**src/blc_pkg.sv**
```systemverilog
package blc_pkg;

  // ---------------------------------------------------------------------------
  // Register addresses on the 9-bit register port
  // ---------------------------------------------------------------------------
  localparam logic [8:0] ADDR_FILTER_CFG   = 9'h080;
  localparam logic [8:0] ADDR_LEVEL_CTRL   = 9'h081;
  localparam logic [8:0] ADDR_SHORTFALL    = 9'h088;
  localparam logic [8:0] ADDR_ROW_CFG      = 9'h0c5;

  // ---------------------------------------------------------------------------
  // Field positions
  // ---------------------------------------------------------------------------
  localparam int FC_TARGET_LSB = 0;
  localparam int FC_TARGET_MSB = 7;
  localparam int FC_DEPTH_LSB  = 8;
  localparam int FC_DEPTH_MSB  = 10;
  localparam int LC_AUTO_BIT   = 0;
  localparam int LC_OFS_LSB    = 1;
  localparam int LC_OFS_MSB    = 9;
  localparam int LC_NEG_BIT    = 10;
  localparam int RC_ROWS_LSB   = 0;
  localparam int RC_ROWS_MSB   = 7;
  localparam int RC_SKIP_BIT   = 8;

  // ---------------------------------------------------------------------------
  // Reset values and constants
  // ---------------------------------------------------------------------------
  localparam logic [15:0] FILTER_CFG_RST = 16'h0310;
  localparam logic [15:0] LEVEL_CTRL_RST = 16'h0001;
  localparam logic [15:0] ROW_CFG_RST    = 16'h0108;
  localparam logic [8:0]  OFS_FREEZE     = 9'h1ff;
  localparam logic [8:0]  GS_LINE_KERNELS = 9'h0a2;
  localparam int          KERNEL_COLS    = 8;
  localparam int          KERNEL_SHIFT   = 3;
  localparam int          DEPTH_MAX      = 7;

  typedef enum logic [1:0] {
    ST_IMAGE  = 2'b00,
    ST_BLACK  = 2'b01,
    ST_UPDATE = 2'b10
  } blc_state_t;

endpackage

```
**src/blc_pair_buf.sv**
```systemverilog
`timescale 1ns/1ns

module blc_pair_buf #(
  parameter int WIDTH = 11,
  parameter int DEPTH = 2
) (
  input  wire logic             ref_clk,
  input  wire logic             reset,
  input  wire logic             in_valid,
  output logic                  in_ready,
  input  wire logic [WIDTH-1:0] in_data,
  output logic                  out_valid,
  input  wire logic             out_ready,
  output logic      [WIDTH-1:0] out_data
);

  localparam int PW = $clog2(DEPTH);

  logic [WIDTH-1:0] mem [DEPTH];
  logic [PW-1:0]    wr_ptr_reg;
  logic [PW-1:0]    rd_ptr_reg;
  logic [PW:0]      count_reg;
  wire              push = in_valid & in_ready;
  wire              pop  = out_valid & out_ready;

  assign in_ready  = (count_reg != DEPTH[PW:0]);
  assign out_valid = (count_reg != '0);
  assign out_data  = mem[rd_ptr_reg];

  // ---------------------------------------------------------------------------
  // Storage and pointers
  // ---------------------------------------------------------------------------
  always_ff @(posedge ref_clk) begin
    if (push) begin
      mem[wr_ptr_reg] <= in_data;
    end
  end

  always_ff @(posedge ref_clk) begin
    if (reset) begin
      wr_ptr_reg <= '0;
      rd_ptr_reg <= '0;
      count_reg  <= '0;
    end else begin
      if (push) begin
        wr_ptr_reg <= (wr_ptr_reg == PW'(DEPTH - 1)) ? '0 : wr_ptr_reg + 1'b1;
      end
      if (pop) begin
        rd_ptr_reg <= (rd_ptr_reg == PW'(DEPTH - 1)) ? '0 : rd_ptr_reg + 1'b1;
      end
      count_reg <= count_reg + (PW+1)'(push) - (PW+1)'(pop);
    end
  end

endmodule

```
**src/blc_black_cal.sv**
```systemverilog
// Function
// - Each frame starts with the programmed count of black lines, one to 255.
// - Global shutter black lines are 162 kernels long regardless of window.
// - Rolling shutter black lines match the active window line length.
// - Skip bit blanks the first black line and keeps it out of calibration.
// - Auto mode derives offsets from black samples and applies them to image pixels.
// - Manual mode stops calibration and applies the 9-bit manual offset.
// - Black samples leave raw and uncompensated in every mode.
// - Manual offset is added when negate is 0, subtracted when 1.
// - Manual mode uses one identical offset for all data paths.
// - Auto mode with manual field all ones freezes the calculated factors.
// - Any other manual field value resumes factor updates in auto mode.
// - Auto mode recalculates factors once per frame from its black samples.
// - Negate bit is ignored while auto mode is enabled.
// - Calibration runs separately for each of the eight kernel columns per frame.
// - Filter uses two to the power of the 3-bit depth field samples.
// - A per-path error bit flags fewer black samples than requested.
`timescale 1ns/1ns

module blc_black_cal
  import blc_pkg::*;
#(
  parameter int PIX_W = 10
) (
  input  wire logic              ref_clk,
  input  wire logic              reset,
  input  wire logic              frame_start,
  input  wire logic              rolling_shutter,
  input  wire logic [8:0]        active_line_kernels,
  input  wire logic [8:0]        reg_addr,
  input  wire logic              reg_wr_en,
  input  wire logic [15:0]       reg_wr_data,
  output logic      [15:0]       reg_rd_data,
  input  wire logic              in_valid,
  output logic                   in_ready,
  input  wire logic [PIX_W-1:0]  in_data,
  output logic                   out_valid,
  input  wire logic              out_ready,
  output logic      [PIX_W-1:0]  out_data,
  output logic                   out_black,
  output logic [KERNEL_COLS-1:0] dark_sample_shortfall
);

  import blc_pkg::*;

  // Offsets carry one bit of sign and one bit of headroom above the pixel
  // width, so that a factor of target minus a full-scale mean still fits.
  localparam int OFS_W = PIX_W + 2;
  // The sum is one bit wider again, so that pixel plus offset never wraps
  // before the saturation test looks at it.
  localparam int SUM_W = PIX_W + 3;
  // The accumulator holds up to two to the power of the largest depth
  // full-scale samples without overflow.
  localparam int ACC_W = PIX_W + DEPTH_MAX;

  // ---------------------------------------------------------------------------
  // Helpers
  // ---------------------------------------------------------------------------
  function automatic logic [PIX_W-1:0] sat_add(input logic [PIX_W-1:0] pix,
                                               input logic [OFS_W-1:0] ofs);
    logic signed [SUM_W-1:0] sum;
    sum = $signed({3'b000, pix}) + $signed({ofs[OFS_W-1], ofs});
    if (sum < 0) begin
      sat_add = '0;
    end else if (sum > $signed({3'b000, {PIX_W{1'b1}}})) begin
      sat_add = {PIX_W{1'b1}};
    end else begin
      sat_add = sum[PIX_W-1:0];
    end
  endfunction

  function automatic logic [11:0] kern_to_pix(input logic [8:0] kernels);
    kern_to_pix = {kernels, 3'b000};
  endfunction

  // ---------------------------------------------------------------------------
  // Registers
  // ---------------------------------------------------------------------------
  logic [15:0]            filter_cfg_reg;
  logic [15:0]            level_ctrl_reg;
  logic [15:0]            row_cfg_reg;
  logic [15:0]            reg_rd_data_reg;
  logic [15:0]            reg_rd_data_next;
  logic [KERNEL_COLS-1:0] shortfall_reg;

  always_ff @(posedge ref_clk) begin
    if (reset) begin
      filter_cfg_reg <= FILTER_CFG_RST;
      level_ctrl_reg <= LEVEL_CTRL_RST;
      row_cfg_reg    <= ROW_CFG_RST;
    end else if (reg_wr_en) begin
      if (reg_addr == ADDR_FILTER_CFG) begin
        filter_cfg_reg <= reg_wr_data;
      end else if (reg_addr == ADDR_LEVEL_CTRL) begin
        level_ctrl_reg <= reg_wr_data;
      end else if (reg_addr == ADDR_ROW_CFG) begin
        row_cfg_reg <= reg_wr_data;
      end
    end
  end

  // Unmapped addresses and reserved bits read as zero.
  // The read port is registered: the word for an address shows one cycle
  // after the address is presented, which keeps the decode off the path to
  // the outside world.
  // The shortfall word is read only; writes to it are dropped above.
  always_comb begin
    reg_rd_data_next = 16'h0000;
    if (reg_addr == ADDR_FILTER_CFG) begin
      reg_rd_data_next = {5'h00, filter_cfg_reg[FC_DEPTH_MSB:0]};
    end else if (reg_addr == ADDR_LEVEL_CTRL) begin
      reg_rd_data_next = {5'h00, level_ctrl_reg[LC_NEG_BIT:0]};
    end else if (reg_addr == ADDR_ROW_CFG) begin
      reg_rd_data_next = {7'h00, row_cfg_reg[RC_SKIP_BIT:0]};
    end else if (reg_addr == ADDR_SHORTFALL) begin
      reg_rd_data_next = {8'h00, shortfall_reg};
    end
  end

  always_ff @(posedge ref_clk) begin
    if (reset) begin
      reg_rd_data_reg <= 16'h0000;
    end else begin
      reg_rd_data_reg <= reg_rd_data_next;
    end
  end

  assign reg_rd_data           = reg_rd_data_reg;
  assign dark_sample_shortfall = shortfall_reg;

  // ---------------------------------------------------------------------------
  // Field decode
  // ---------------------------------------------------------------------------
  wire       auto_en   = level_ctrl_reg[LC_AUTO_BIT];
  wire [8:0] man_ofs   = level_ctrl_reg[LC_OFS_MSB:LC_OFS_LSB];
  wire       man_neg   = level_ctrl_reg[LC_NEG_BIT];
  wire [2:0] depth     = filter_cfg_reg[FC_DEPTH_MSB:FC_DEPTH_LSB];
  wire [7:0] target    = filter_cfg_reg[FC_TARGET_MSB:FC_TARGET_LSB];
  wire [7:0] need_cnt  = 8'h01 << depth;
  wire       freeze    = auto_en & (man_ofs == OFS_FREEZE);
  wire [7:0] rows_cfg  = row_cfg_reg[RC_ROWS_MSB:RC_ROWS_LSB];
  // A programmed count of zero is outside the legal range and runs as one line.
  wire [7:0] rows_safe = (rows_cfg == 8'h00) ? 8'h01 : rows_cfg;
  wire [11:0] line_pix = rolling_shutter ? kern_to_pix(active_line_kernels)
                                         : kern_to_pix(GS_LINE_KERNELS);

  // ---------------------------------------------------------------------------
  // Frame sequencing
  // ---------------------------------------------------------------------------
  blc_state_t state_reg;
  blc_state_t state_next;
  logic [7:0]  rows_act_reg;
  logic        skip_act_reg;
  logic [11:0] line_pix_reg;
  logic [11:0] pix_cnt_reg;
  logic [7:0]  line_cnt_reg;
  logic [KERNEL_SHIFT-1:0] col_reg;

  // The sequencer is a simple loop: a frame start always forces the black
  // phase, the last black pixel moves it to a single update cycle, and the
  // image phase then lasts until the next frame start.
  // During the update cycle the input is refused so that no image pixel can
  // be compensated with a factor that is being overwritten.
  // The limitation is one lost input cycle per frame, which the upstream
  // datapath absorbs through its own valid and ready.
  wire buf_in_ready;
  wire in_black  = (state_reg == ST_BLACK);
  // Blanked pixels are consumed without reaching the buffer.
  wire blank_now = in_black & skip_act_reg & (line_cnt_reg == 8'h00);
  assign in_ready = (state_reg != ST_UPDATE) & (buf_in_ready | blank_now);
  wire fire      = in_valid & in_ready;
  wire line_end  = (pix_cnt_reg == line_pix_reg - 12'h001);
  wire last_line = (line_cnt_reg == rows_act_reg - 8'h01);

  always_comb begin
    state_next = state_reg;
    case (state_reg)
      ST_IMAGE: begin
        state_next = ST_IMAGE;
      end
      ST_BLACK: begin
        if (fire & line_end & last_line) begin
          state_next = ST_UPDATE;
        end
      end
      ST_UPDATE: begin
        state_next = ST_IMAGE;
      end
      default: begin
        state_next = ST_IMAGE;
      end
    endcase
    if (frame_start) begin
      state_next = ST_BLACK;
    end
  end

  // Line geometry is captured at frame start so mid-frame writes cannot
  // shorten or stretch the black lines already under way.
  always_ff @(posedge ref_clk) begin
    if (reset) begin
      state_reg    <= ST_IMAGE;
      rows_act_reg <= 8'h01;
      skip_act_reg <= 1'b0;
      line_pix_reg <= kern_to_pix(GS_LINE_KERNELS);
    end else begin
      state_reg <= state_next;
      if (frame_start) begin
        rows_act_reg <= rows_safe;
        skip_act_reg <= row_cfg_reg[RC_SKIP_BIT];
        line_pix_reg <= line_pix;
      end
    end
  end

  always_ff @(posedge ref_clk) begin
    if (reset | frame_start) begin
      pix_cnt_reg  <= 12'h000;
      line_cnt_reg <= 8'h00;
      col_reg      <= '0;
    end else if (fire) begin
      col_reg <= col_reg + 1'b1;
      if (in_black) begin
        pix_cnt_reg <= line_end ? 12'h000 : pix_cnt_reg + 12'h001;
        if (line_end) begin
          line_cnt_reg <= line_cnt_reg + 8'h01;
        end
      end
    end
  end

  // ---------------------------------------------------------------------------
  // Per-column black filtering
  // ---------------------------------------------------------------------------
  // One accumulator and one sample counter per kernel column. Both are
  // cleared at each frame start, so a frame never mixes its samples with
  // those of the frame before; the factors, by contrast, persist.
  logic [ACC_W-1:0] acc_reg [KERNEL_COLS];
  logic [7:0]       cnt_reg [KERNEL_COLS];
  logic [OFS_W-1:0] factor_reg [KERNEL_COLS];

  wire use_sample = fire & in_black & ~blank_now;
  // Only the first 2^depth samples of a column are averaged, so the sum is an
  // exact power-of-two mean and needs no divider.
  wire take_sample = use_sample & (cnt_reg[col_reg] < need_cnt);

  always_ff @(posedge ref_clk) begin
    if (reset | frame_start) begin
      for (int i = 0; i < KERNEL_COLS; i++) begin
        acc_reg[i] <= '0;
        cnt_reg[i] <= 8'h00;
      end
    end else if (take_sample) begin
      acc_reg[col_reg] <= acc_reg[col_reg] + ACC_W'(in_data);
      cnt_reg[col_reg] <= cnt_reg[col_reg] + 8'h01;
    end
  end

  // ---------------------------------------------------------------------------
  // Factor update, once per frame after the last black line
  // ---------------------------------------------------------------------------
  // The new factor is the target level minus the mean of the black samples.
  // A column with too few samples raises its shortfall bit; the shortfall
  // word is refreshed every frame, whatever the calibration mode, so that
  // software can see the problem before it turns automatic mode on.
  logic [OFS_W-1:0] factor_new [KERNEL_COLS];
  logic [KERNEL_COLS-1:0] short_new;

  always_comb begin
    for (int i = 0; i < KERNEL_COLS; i++) begin
      factor_new[i] = OFS_W'({4'h0, target}) - OFS_W'(PIX_W'(acc_reg[i] >> depth));
      short_new[i]  = (cnt_reg[i] < need_cnt);
    end
  end

  always_ff @(posedge ref_clk) begin
    if (reset) begin
      shortfall_reg <= '0;
      for (int i = 0; i < KERNEL_COLS; i++) begin
        factor_reg[i] <= '0;
      end
    end else if (state_reg == ST_UPDATE) begin
      shortfall_reg <= short_new;
      for (int i = 0; i < KERNEL_COLS; i++) begin
        // A column that fell short keeps its last good factor.
        if (auto_en & ~freeze & ~short_new[i]) begin
          factor_reg[i] <= factor_new[i];
        end
      end
    end
  end

  // ---------------------------------------------------------------------------
  // Compensation of image pixels
  // ---------------------------------------------------------------------------
  // Mode and offset changes take effect at once rather than at a frame
  // boundary; a change in mid-frame can therefore split one image between
  // two offsets, a trade for not holding a second copy of the control word.
  // Black pixels always pass raw, so external statistics stay valid.
  wire [OFS_W-1:0] man_ext   = OFS_W'(man_ofs);
  wire [OFS_W-1:0] man_sign  = man_neg ? (~man_ext + 1'b1) : man_ext;
  wire [OFS_W-1:0] apply_ofs = auto_en ? factor_reg[col_reg]
                                       : man_sign;
  wire [PIX_W-1:0] comp_pix  = sat_add(in_data, apply_ofs);
  wire [PIX_W-1:0] send_pix  = in_black ? in_data : comp_pix;

  // ---------------------------------------------------------------------------
  // Output buffer
  // ---------------------------------------------------------------------------
  // The pair buffer lets the receiver stall for a cycle without the pipeline
  // dropping a word; its ready throttles the input.
  wire [PIX_W:0] buf_out;

  blc_pair_buf #(
    .WIDTH (PIX_W + 1),
    .DEPTH (2)
  ) u_buf (
    .ref_clk   (ref_clk),
    .reset     (reset),
    .in_valid  (fire & ~blank_now),
    .in_ready  (buf_in_ready),
    .in_data   ({in_black, send_pix}),
    .out_valid (out_valid),
    .out_ready (out_ready),
    .out_data  (buf_out)
  );

  // The black flag travels with its pixel through the buffer, so the
  // receiver can tell black samples from image pixels even after a stall.
  assign out_black = buf_out[PIX_W];
  assign out_data  = buf_out[PIX_W-1:0];

endmodule

```
**config.mk**
```make
export PLATFORM = sky130hd
export DESIGN_NAME = blc_black_cal
export DESIGN_NICKNAME = d
export VERILOG_FILES = /design/src/blc_pkg.sv /design/src/blc_pair_buf.sv /design/src/blc_black_cal.sv
export SDC_FILE = /design/constraint.sdc
export NUM_CORES = 1
export LEC_CHECK = 0
export BUFFER_PORTS_ARGS = -buffer_cell sky130_fd_sc_hd__buf_4
export CAP_MARGIN = 15
export CORE_AREA = 2 2 234 236
export DETAILED_ROUTE_END_ITERATION = 12
export DIE_AREA = 0 0 236 238
export GPL_TIMING_DRIVEN = 1
export PLACE_DENSITY = 0.77
export SYNTH_ARGS = -nofsm -noshare
export SYNTH_HDL_FRONTEND = slang
export SYNTH_SLANG_ARGS = --single-unit
export TNS_END_PERCENT = 20
```
**constraint.sdc**
```tcl
create_clock -name ref_clk -period 6.1 [get_ports ref_clk]
set_input_delay 0.61 -clock ref_clk [delete_from_list [all_inputs] [get_ports ref_clk]]
set_output_delay 0.61 -clock ref_clk [all_outputs]
set_load 0.05 [all_outputs]
```
# Word level (Yosys, flattened, before mapping)
# Memories as Yosys holds them, arrays and structs flattened. A register that Yosys moved wholly into a read port is not among the register bits.
# Index checks and enable logic that the tools add are counted.
dict set report word_totals {
  ff_bits 105
  romBits 0
  n_memories 4
  out_inout_bits 37
  word_cells 212
  mem_bits_rw 318
  in_bits 51
  latchBits 0
}
dict set report classes {
  bitwise 46
  order_cmp 11
  shift 9
  muxes 80
  reduce_logical 12
  addsub 21
  n_div 0
  mul 0
  n_eq_ne 12
}
# name words word_bits rd rd_clocked_by_memory_dff write_ports line
set mem_list {}
lappend mem_list {acc_reg 8 17 9 1 8 blc_black_cal.sv:238} ;# logic [ACC_W-1:0] acc_reg [KERNEL_COLS];
lappend mem_list {factor_reg 8 12 1 1 8 blc_black_cal.sv:240} ;# logic [OFS_W-1:0] factor_reg [KERNEL_COLS];
lappend mem_list {cnt_reg 8 8 9 1 8 blc_black_cal.sv:239} ;# logic [7:0] cnt_reg [KERNEL_COLS];
lappend mem_list {u_buf.mem 2 11 1 1 1 blc_pair_buf.sv:19} ;# logic [WIDTH-1:0] mem [DEPTH];
# cell count
set op_table {}
lappend op_table {{$mux 12} 12}
lappend op_table {{$shr 17x3->10} 8}
lappend op_table {{$sub 8x10->11} 8}
lappend op_table {{$lt 8x8->1} 9}
lappend op_table {{$mux 1} 50}
lappend op_table {{$eq 9x8->1 const B} 4}
lappend op_table {{$mux 10} 3}
lappend op_table {{$add 12x1->12 const B} 2}
lappend op_table {{$mux 3} 8}
lappend op_table {{$mux 8} 3}
lappend op_table {{$and 1x1->1} 22}
lappend op_table {{$mux 11} 2}
lappend op_table {{$add 17x10->17} 1}
lappend op_table {{$mux 17} 1}
lappend op_table {{$reduce_or 17->1} 1}
lappend op_table {{$add 8x1->8 const B} 2}
lappend op_table {{$logic_not 8->1} 2}
lappend op_table {{$add 11x12->13} 1}
lappend op_table {{$gt 13x11->1 const B} 1}
lappend op_table {{$lt 13x1->1 const B} 1}
lappend op_table {{$not 1->1} 13}
lappend op_table {{$eq 12x12->1} 1}
lappend op_table {{$not 9->12} 1}
lappend op_table {{$sub 12x1->12 const B} 1}
lappend op_table {{21 further kinds} 34}

# Longest topological paths before layout
# Gate-level depths: netlist (run 1).
dict set report depth {
  depth_word 14
  mapped_depth 19
}

# Modules after synthesis
# A second synthesis (run 1) with hierarchy kept.
dict set report hier_totals {
  cells_unflattened 2571
  area_unflattened_um2 26531.7
}
# module instances cells_each area_each_um2
set by_module_without_submodules {}
lappend by_module_without_submodules {blc_black_cal 1 2508 25484.4}
lappend by_module_without_submodules {blc_pair_buf 1 63 1047.3}

# Worst setup path before layout (run 1)
# Ideal clock, no wire load.
dict set report synth_timing {
  path_type {reg2reg}
  from {register filter_cfg_reg[10]}
  to {memory acc_reg[6][0] in the netlist's numbering (enable)}
  n_path_buf 7
  stages_incl_launch_ff 17
  arrival_ns 4.557
  path_slack_ns 1.161
  cell_sequence {dfxtp_1 -> clkbuf_1 -> clkbuf_1 -> buf_1 -> clkbuf_1 -> buf_1 -> nand3b_1 -> ha_1 -> a21o_1 -> a21oi_1 -> nand2_1 -> o211ai_2 -> nand3_1 -> or3b_1 -> buf_2 -> buf_2 -> nand2_1}
}
# item line
set synth_rtl {}
lappend synth_rtl {{from (decl)} blc_black_cal.sv:79} ;# logic [15:0] filter_cfg_reg;
lappend synth_rtl {{from (signal assigned)} blc_black_cal.sv:93} ;# filter_cfg_reg <= reg_wr_data;
lappend synth_rtl {{to (decl)} blc_black_cal.sv:238}

==> results of run 1 <==
cells by family (layout without fill, tap and decap cells):
group	after synthesis	in the layout	share of synthesized area, %
and+or+nand+nor	920	920	15.9
muxes	307	307	16.4
xor gates and xnor gates	115	115	3.80
DFF	411	411	42.8
adders and majority gates	169	169	8.27
AOI/OAI and AO/OA	412	412	9.65
buffers and inverters	208	251	3.23
other	1	5	0.0142
placed cells by master (no fill, tap or decap), types with 44 or more instances in the layout:
cell       synthesis  final
nand2_1          212    212
mux4_2            96     96
inv_1             56     55
buf_4              7    110
o21ai_0          108    108
dfxtp_1          101     95
clkbuf_16          0     49
nor3_1            66     66
edfxtp_1         310    310
a21oi_1          129    129
nor2b_1           49     49
mux2i_1          167    167
xnor2_1           78     78
mux2_2            44     44
nor2_1           406    406
ha_1             159    159
metal layers:
layer	global-route usage [%]	part of all wire [%]	vias to the layer above
li1	-	-	9377
met1	36.3	40	9927
met2	44.6	46	1100
met3	5.36	9.5	191
met4	11.0	4.2	2
met5	0	0.017	-
power breakdown:
part	internal [W]	switching, W
registers	0.00316	0.000118
logic	0.000469	0.000756
clock network	0.00174	0.00121
synth_stat cells (11+ instances only):
master and n:
nor2_1 406, edfxtp_1 310, nand2_1 212, mux2i_1 167
ha_1 159, a21oi_1 129, o21ai_0 108, dfxtp_1 101
clkbuf_1 97, mux4_2 96, xnor2_1 78, nor3_1 66
inv_1 56, nor2b_1 49, mux2_2 44, xor2_1 37
nand2b_1 35, a31oi_1 32, nand3_1 27, buf_1 24
a211oi_1 22, buf_2 20, or3_1 18, nand4_1 16
a22oi_1 15, and3_1 13, nand3b_1 12, o2111ai_1 12
o21bai_1 12, or4_1 11
how the worst min path moves through the flow:
stage | from | to | slack [ps]
2_1_floorplan | filter_cfg_reg[0]$_SDFFE_PP0P_ | reg_rd_data[0]$_SDFF_PP0_ | 450
5_1_grt | active_line_kernels[5] | line_pix_reg[8]$_SDFFE_PP1P_ | 240
3_3_place_gp | filter_cfg_reg[0]$_SDFFE_PP0P_ | filter_cfg_reg[0]$_SDFFE_PP0P_ | 460
6_report | active_line_kernels[1] | line_pix_reg[4]$_SDFFE_PP1P_ | 230
3_5_place_dp | filter_cfg_reg[0]$_SDFFE_PP0P_ | filter_cfg_reg[0]$_SDFFE_PP0P_ | 470
4_1_cts | active_line_kernels[1] | line_pix_reg[4]$_SDFFE_PP1P_ | 220
cell type report:
| cell class | count | area [sq um] |
|---|---|---|
| clock buffers | 55 | 1260 |
| clock inverters | 28 | 349 |
| fillers | 4461 | 24300 |
| inverters | 57 | 214 |
| multi-input cells | 1928 | 14300 |
| flip-flops and latches | 411 | 11400 |
| well taps | 696 | 871 |
| repair buffers | 111 | 846 |
per-stage QoR:
step	instance area [sq um]	setup WS [ps]	utilization [%]
4_1_cts	29200	1250	54.5
5_1_grt	29200	964	54.6
6_report	29200	1280	54.6
3_5_place_dp	27600	1330	51.5
2_1_floorplan	26500	1160	-
3_3_place_gp	27600	1410	51.5
worst max-delay path: cells and delay by family (launching register included):
kind                     cells  cell delay [ps]
AND/OR/NAND/NOR              2              670
adder cells (fa/ha/maj)      1              380
AO/OA/AOI/OAI                6             1340
multiplexers                 2              780
flip-flops                   1              770
buffers and inverters        1              540
==> out/metrics.cfg, run 1 <==
[yosys]
synth-edff-count=310
yosysWarnings=0
dominantRegCellSynth=edfxtp_1
synthCells=2543
ys_seq_area_share_pct=42.8
synth_cell_types=73
synthArstFlopShare_pct=0
synth_area_sq_mm=0.0265
synth.area.top_cells=edfxtp_1, mux4_2, dfxtp_1
synth-seq-cells=411
yosysTopAreaCell=edfxtp_1
synth_top_area_share_pct=35.2
avgSynthCellArea_sq_um=10.4

[floorplanning]
coreArea_sq_mm=0.0535
die_h_um=238
start_util_pct=49.5
io_pins=88
die_x_um=236
dieArea_sq_mm=0.0562
fp-row-count=85

[place]
dp_cells=3200
dp_hpwl_um=56400
gp_congestion=0.981
numPortBuffers=77

[global_route]
grt_antenna_before_repair=2
grt_pass1_wl_um=119000
grt_pass1_vias=20152
gr-total-overflow=0
grt_max_degree=124
grt_use_total_pct=27.5

[layout]
nNetsFinal=2774
largest_register_ffs=136
drive_above_1_share_pct=13.3
antennaDiodeCount=0
area_growth_pct=10.3
instances_no_fill=3286

[critical_path]
critPathRequiredTime_ps=6410
reg2reg_to=u_buf.mem[0][4]$_DFFE_PP_
reg2reg_slack_ps=1280
crit_fanout=29
cp-endpoint=u_buf.mem[0][4]$_DFFE_PP_
critical_path.startpoint_type=register
reg2reg_depth=12
critical_path_class=reg2reg
critPathSlowestCell=dfxtp_4
crit_top_cell=a21oi_1
worstSetupEndpointType=register
crit_chain=buf_4 -> mux4_2 -> mux2i_1 -> a21oi_1 -> ha_1 -> a21o_1 -> or3_1 -> o211ai_1 -> a21oi_1 -> o21a_1 -> and3_1 -> a221o_1
critPathMaxStageDelay_ps=770
crit_arrival_ps=5140

[timing]
min_period_ps=4820
finalHoldViolCount=0
slew_headroom_pct=19.5
rsz0062_at_grt=no
final.setup.tns_ps=0
tightest_slew_ps=1200
fmax_ghz=0.207
fin_skew_ps=36.5
holdWs_ps=233
setup_viol=0
fin_crit_sh_pct=79.1
report.final.slew_viol_count=0

[power]
p_leak_nw=11.5
power_w=0.00746
powerDensity_mw_per_mm2=255
ir_drop_v=0.000188

[outcome]
run_status=finished, final reports clean

[clock_network]
post_cts_buffers=0
clock_latency_ps=610
clock-root-buffer=clkbuf_16
cts_resized=0
hold_buffers=0
cts_sinks=411
cts_tree=built
clockBufferDepth=3
h-tree-depth=2
cts_buffers=45
cts.clk_slew.worst_paths_ps=60

[route]
vias=20597
routedWlPerCell_um=23.6
totalWireLength_um=77600
viasPerCell=6.27
ant_nets=0
firstDrtPassIters=10
remaining_drc_errors=0
drt-initial-drc-count=2546

[hold_path]
whs_path_depth=3
hp-class=in2reg

[job]
cap_viol_max_count=0

(Power assumes the default switching activity.)
==> run 2: changes to the inputs <==
--- a/config.mk
+++ b/config.mk
@@ -11,7 +11,7 @@
 export DETAILED_ROUTE_END_ITERATION = 12
 export DIE_AREA = 0 0 236 238
 export GPL_TIMING_DRIVEN = 1
-export PLACE_DENSITY = 0.77
+export PLACE_DENSITY = 0.79
 export SYNTH_ARGS = -nofsm -noshare
 export SYNTH_HDL_FRONTEND = slang
 export SYNTH_SLANG_ARGS = --single-unit
==> constraint.sdc (replaced) <==
create_clock -name ref_clk -period 4 [get_ports ref_clk]
set_input_delay 0.4 -clock ref_clk [delete_from_list [all_inputs] [get_ports ref_clk]]
set_output_delay 0.4 -clock ref_clk [all_outputs]
set_load 0.05 [all_outputs]
==> run 2 against run 1 <==
Flip-flop and latch count unchanged. Critical path depth is 2 higher. Fmax rose by 23%. Hold slack worse by 190 ps. Global-route usage up 1.0 points. Utilization grew 1.5 points. Routed wire length grew 5.3%. Non-clock buffer count up 73. Combinational power grew 64%. Sequential power is 52% higher. Die area stayed put. Critical path type unchanged. Largest cell class unchanged.
==> out/metrics.cfg, run 2 (synthesized netlist as in run 1, its figures left out) <==
[critical_path]
crit_fanout=12  ; -59%
cp_top_family=simple AND/OR/NAND/NOR gates
reg2reg_to=cnt_reg[1][6]$_SDFFCE_PN0P_
cp.depth=14  ; +2
cp.buffers_inverters=4  ; +3
reg2reg_depth=14  ; +2
crit_top_cell=buf_4
critical_path_class=reg2reg
crit_chain=buf_12 -> buf_4 -> mux4_2 -> mux2i_2 -> inv_1 -> ha_1 -> a21o_1 -> a21oi_1 -> nand2_1 -> o211ai_2 -> nor3b_4 -> nand3b_1 -> buf_4 -> nand2_4
reg2reg_slack_ps=80  ; -1190 ps
critical_path.startpoint_type=register
worstSetupEndpointType=register
crit_arrival_ps=4170  ; -970 ps
cp-endpoint=cnt_reg[1][6]$_SDFFCE_PN0P_
critPathMaxStageDelay_ps=530  ; -240 ps
critPathRequiredTime_ps=4260  ; -2150 ps
critPathSlowestCell=mux4_2

[timing]
finalHoldViolCount=0  ; unchanged
holdWs_ps=47.9  ; -185 ps
setup_viol=0  ; unchanged
fmax_ghz=0.255  ; +23%
fin_ws_ps=84.4  ; -1190 ps
min_period_ps=3920  ; -909 ps
fin_skew_ps=20.0  ; -16.5 ps
tightest_slew_ps=1120  ; -85.8 ps
report.final.slew_viol_count=0  ; unchanged
rsz0062_at_grt=yes
slew_headroom_pct=25.1  ; +5.6 points
final.setup.tns_ps=0  ; unchanged
fin_crit_sh_pct=97.9  ; +19 points

[power]
p_leak_nw=11.9  ; +3.6%
ir_drop_v=0.000276  ; +46%
powerDensity_mw_per_mm2=375  ; +47%

[layout]
n_fill_cell=4442  ; -0.43%
seqCellArea_sq_mm=0.0114  ; unchanged
area_growth_pct=13.2
multi_input_area_sq_mm=0.0146  ; +1.8%
antennaDiodeCount=0  ; unchanged
drive_above_1_share_pct=16.9  ; +3.6 points
instances_no_fill=3362  ; +2.3%
nNetsFinal=2850  ; +2.7%
mostFrequentLayoutCells=nor2_1, edfxtp_1, nand2_1, buf_4, mux2i_1
largest_register_ffs=136  ; unchanged
layout_commonest_cell=nor2_1
post-route-util_pct=56.0  ; +1.5 points

[floorplanning]
dieArea_sq_mm=0.0562  ; unchanged
io_pins=88  ; unchanged
die_h_um=238  ; unchanged
die_x_um=236  ; unchanged
coreArea_sq_mm=0.0535  ; unchanged
start_util_pct=49.5  ; unchanged
fp-row-count=85  ; unchanged

[global_route]
grt_use_total_pct=28.5  ; +1.0 points
grt_pass1_wl_um=123000  ; +3.9%
grt_pass1_vias=20960  ; +4.0%
gr-total-overflow=0  ; unchanged
grt_max_degree=101  ; -19%
grt_antenna_before_repair=1  ; -1

[clock_network]
hold_buffers=0  ; unchanged
cts_buffers=44  ; -2.2%
clock_latency_ps=590  ; -20 ps
h-tree-depth=2  ; unchanged
cts.clk_slew.worst_paths_ps=70  ; about the same
clock-root-buffer=clkbuf_16
cts_tree=built
clockBufferDepth=3  ; unchanged
cts_sinks=411  ; unchanged

[route]
ant_nets=0  ; unchanged
routedWlPerCell_um=24.3  ; +3.0%
drt-initial-drc-count=2383  ; -6.4%
firstDrtPassIters=7  ; -3
vias=21299  ; +3.4%
viasPerCell=6.34  ; +1.1%
remaining_drc_errors=0  ; unchanged
totalWireLength_um=81800  ; +5.3%

[place]
dp_hpwl_um=59800  ; +6.0%
dp_cells=3266  ; +2.1%
place_ws_ps=1.02  ; -1330 ps
numPortBuffers=77  ; unchanged
gp_congestion=0.967  ; -1.5%

[outcome]
run_status=finished, final reports clean

[hold_path]
worstHoldStart=active_line_kernels[5]
hp-class=in2reg

[job]
cap_viol_max_count=0  ; unchanged

==> run 2: how the worst min path moves through the flow <==
stage                                           to  slack (ps)  depth (start not counted)
floorplan                reg_rd_data[0]$_SDFF_PP0_         450                          2
global placement    filter_cfg_reg[0]$_SDFFE_PP0P_         470                          2
detailed placement  filter_cfg_reg[0]$_SDFFE_PP0P_         480                          2
CTS                   line_pix_reg[8]$_SDFFE_PP1P_          30                          3
global route          line_pix_reg[8]$_SDFFE_PP1P_          60                          3
finish                line_pix_reg[8]$_SDFFE_PP1P_          50                          3
==> run 2: cell type report <==
class                           instances  share of cell area, %
Multi-Input combinational cell       1932                   48.6
Sequential cell                       411                   37.9
Timing Repair Buffer                  184                   4.95
Clock buffer                           51                   4.01
Tap cell                              696                   2.90
Clock inverter                         31                  0.977
Inverter                               57                  0.714
==> run 2: metal layers <==
layer | vias to the layer above | GRT usage (%) | share of wire (%)
met1 | 10273 | 36.7 | 39
met3 | 236 | 5.12 | 9.6
met2 | 1227 | 46.8 | 47
met5 | - | 0 | 0.021
li1 | 9561 | - | -
met4 | 2 | 13.3 | 5.1
==> run 2: tightest hold or removal path, cell delays in order <==
cell	delay, ps
buf_4	70
o22ai_1	60
nand2b_1	60
==> run 2: where the power goes <==
group	internal [W]	switching, W	leakage [nW]
clock network	0.00243	0.00180	0.730
logic	0.000801	0.00122	6.99
registers	0.00482	0.000165	4.15
total	0.00805	0.00319	11.9
==> run 2: what timing repair did <==
action	4_1_cts	5_1_grt
pin swaps	0	6
buffers inserted	0	8
gates resized for setup	2	30
endpoints found under the setup margin	26	304
cloned	0	4
==> run 2: per-stage QoR <==
step,total power [W],area (sq um)
after CTS,0.0112,29700
after detailed placement,0.00702,28200
final,0.0112,30000
after floorplan,0.00635,26600
after global placement,0.00696,28200
after global routing,0.0116,30000
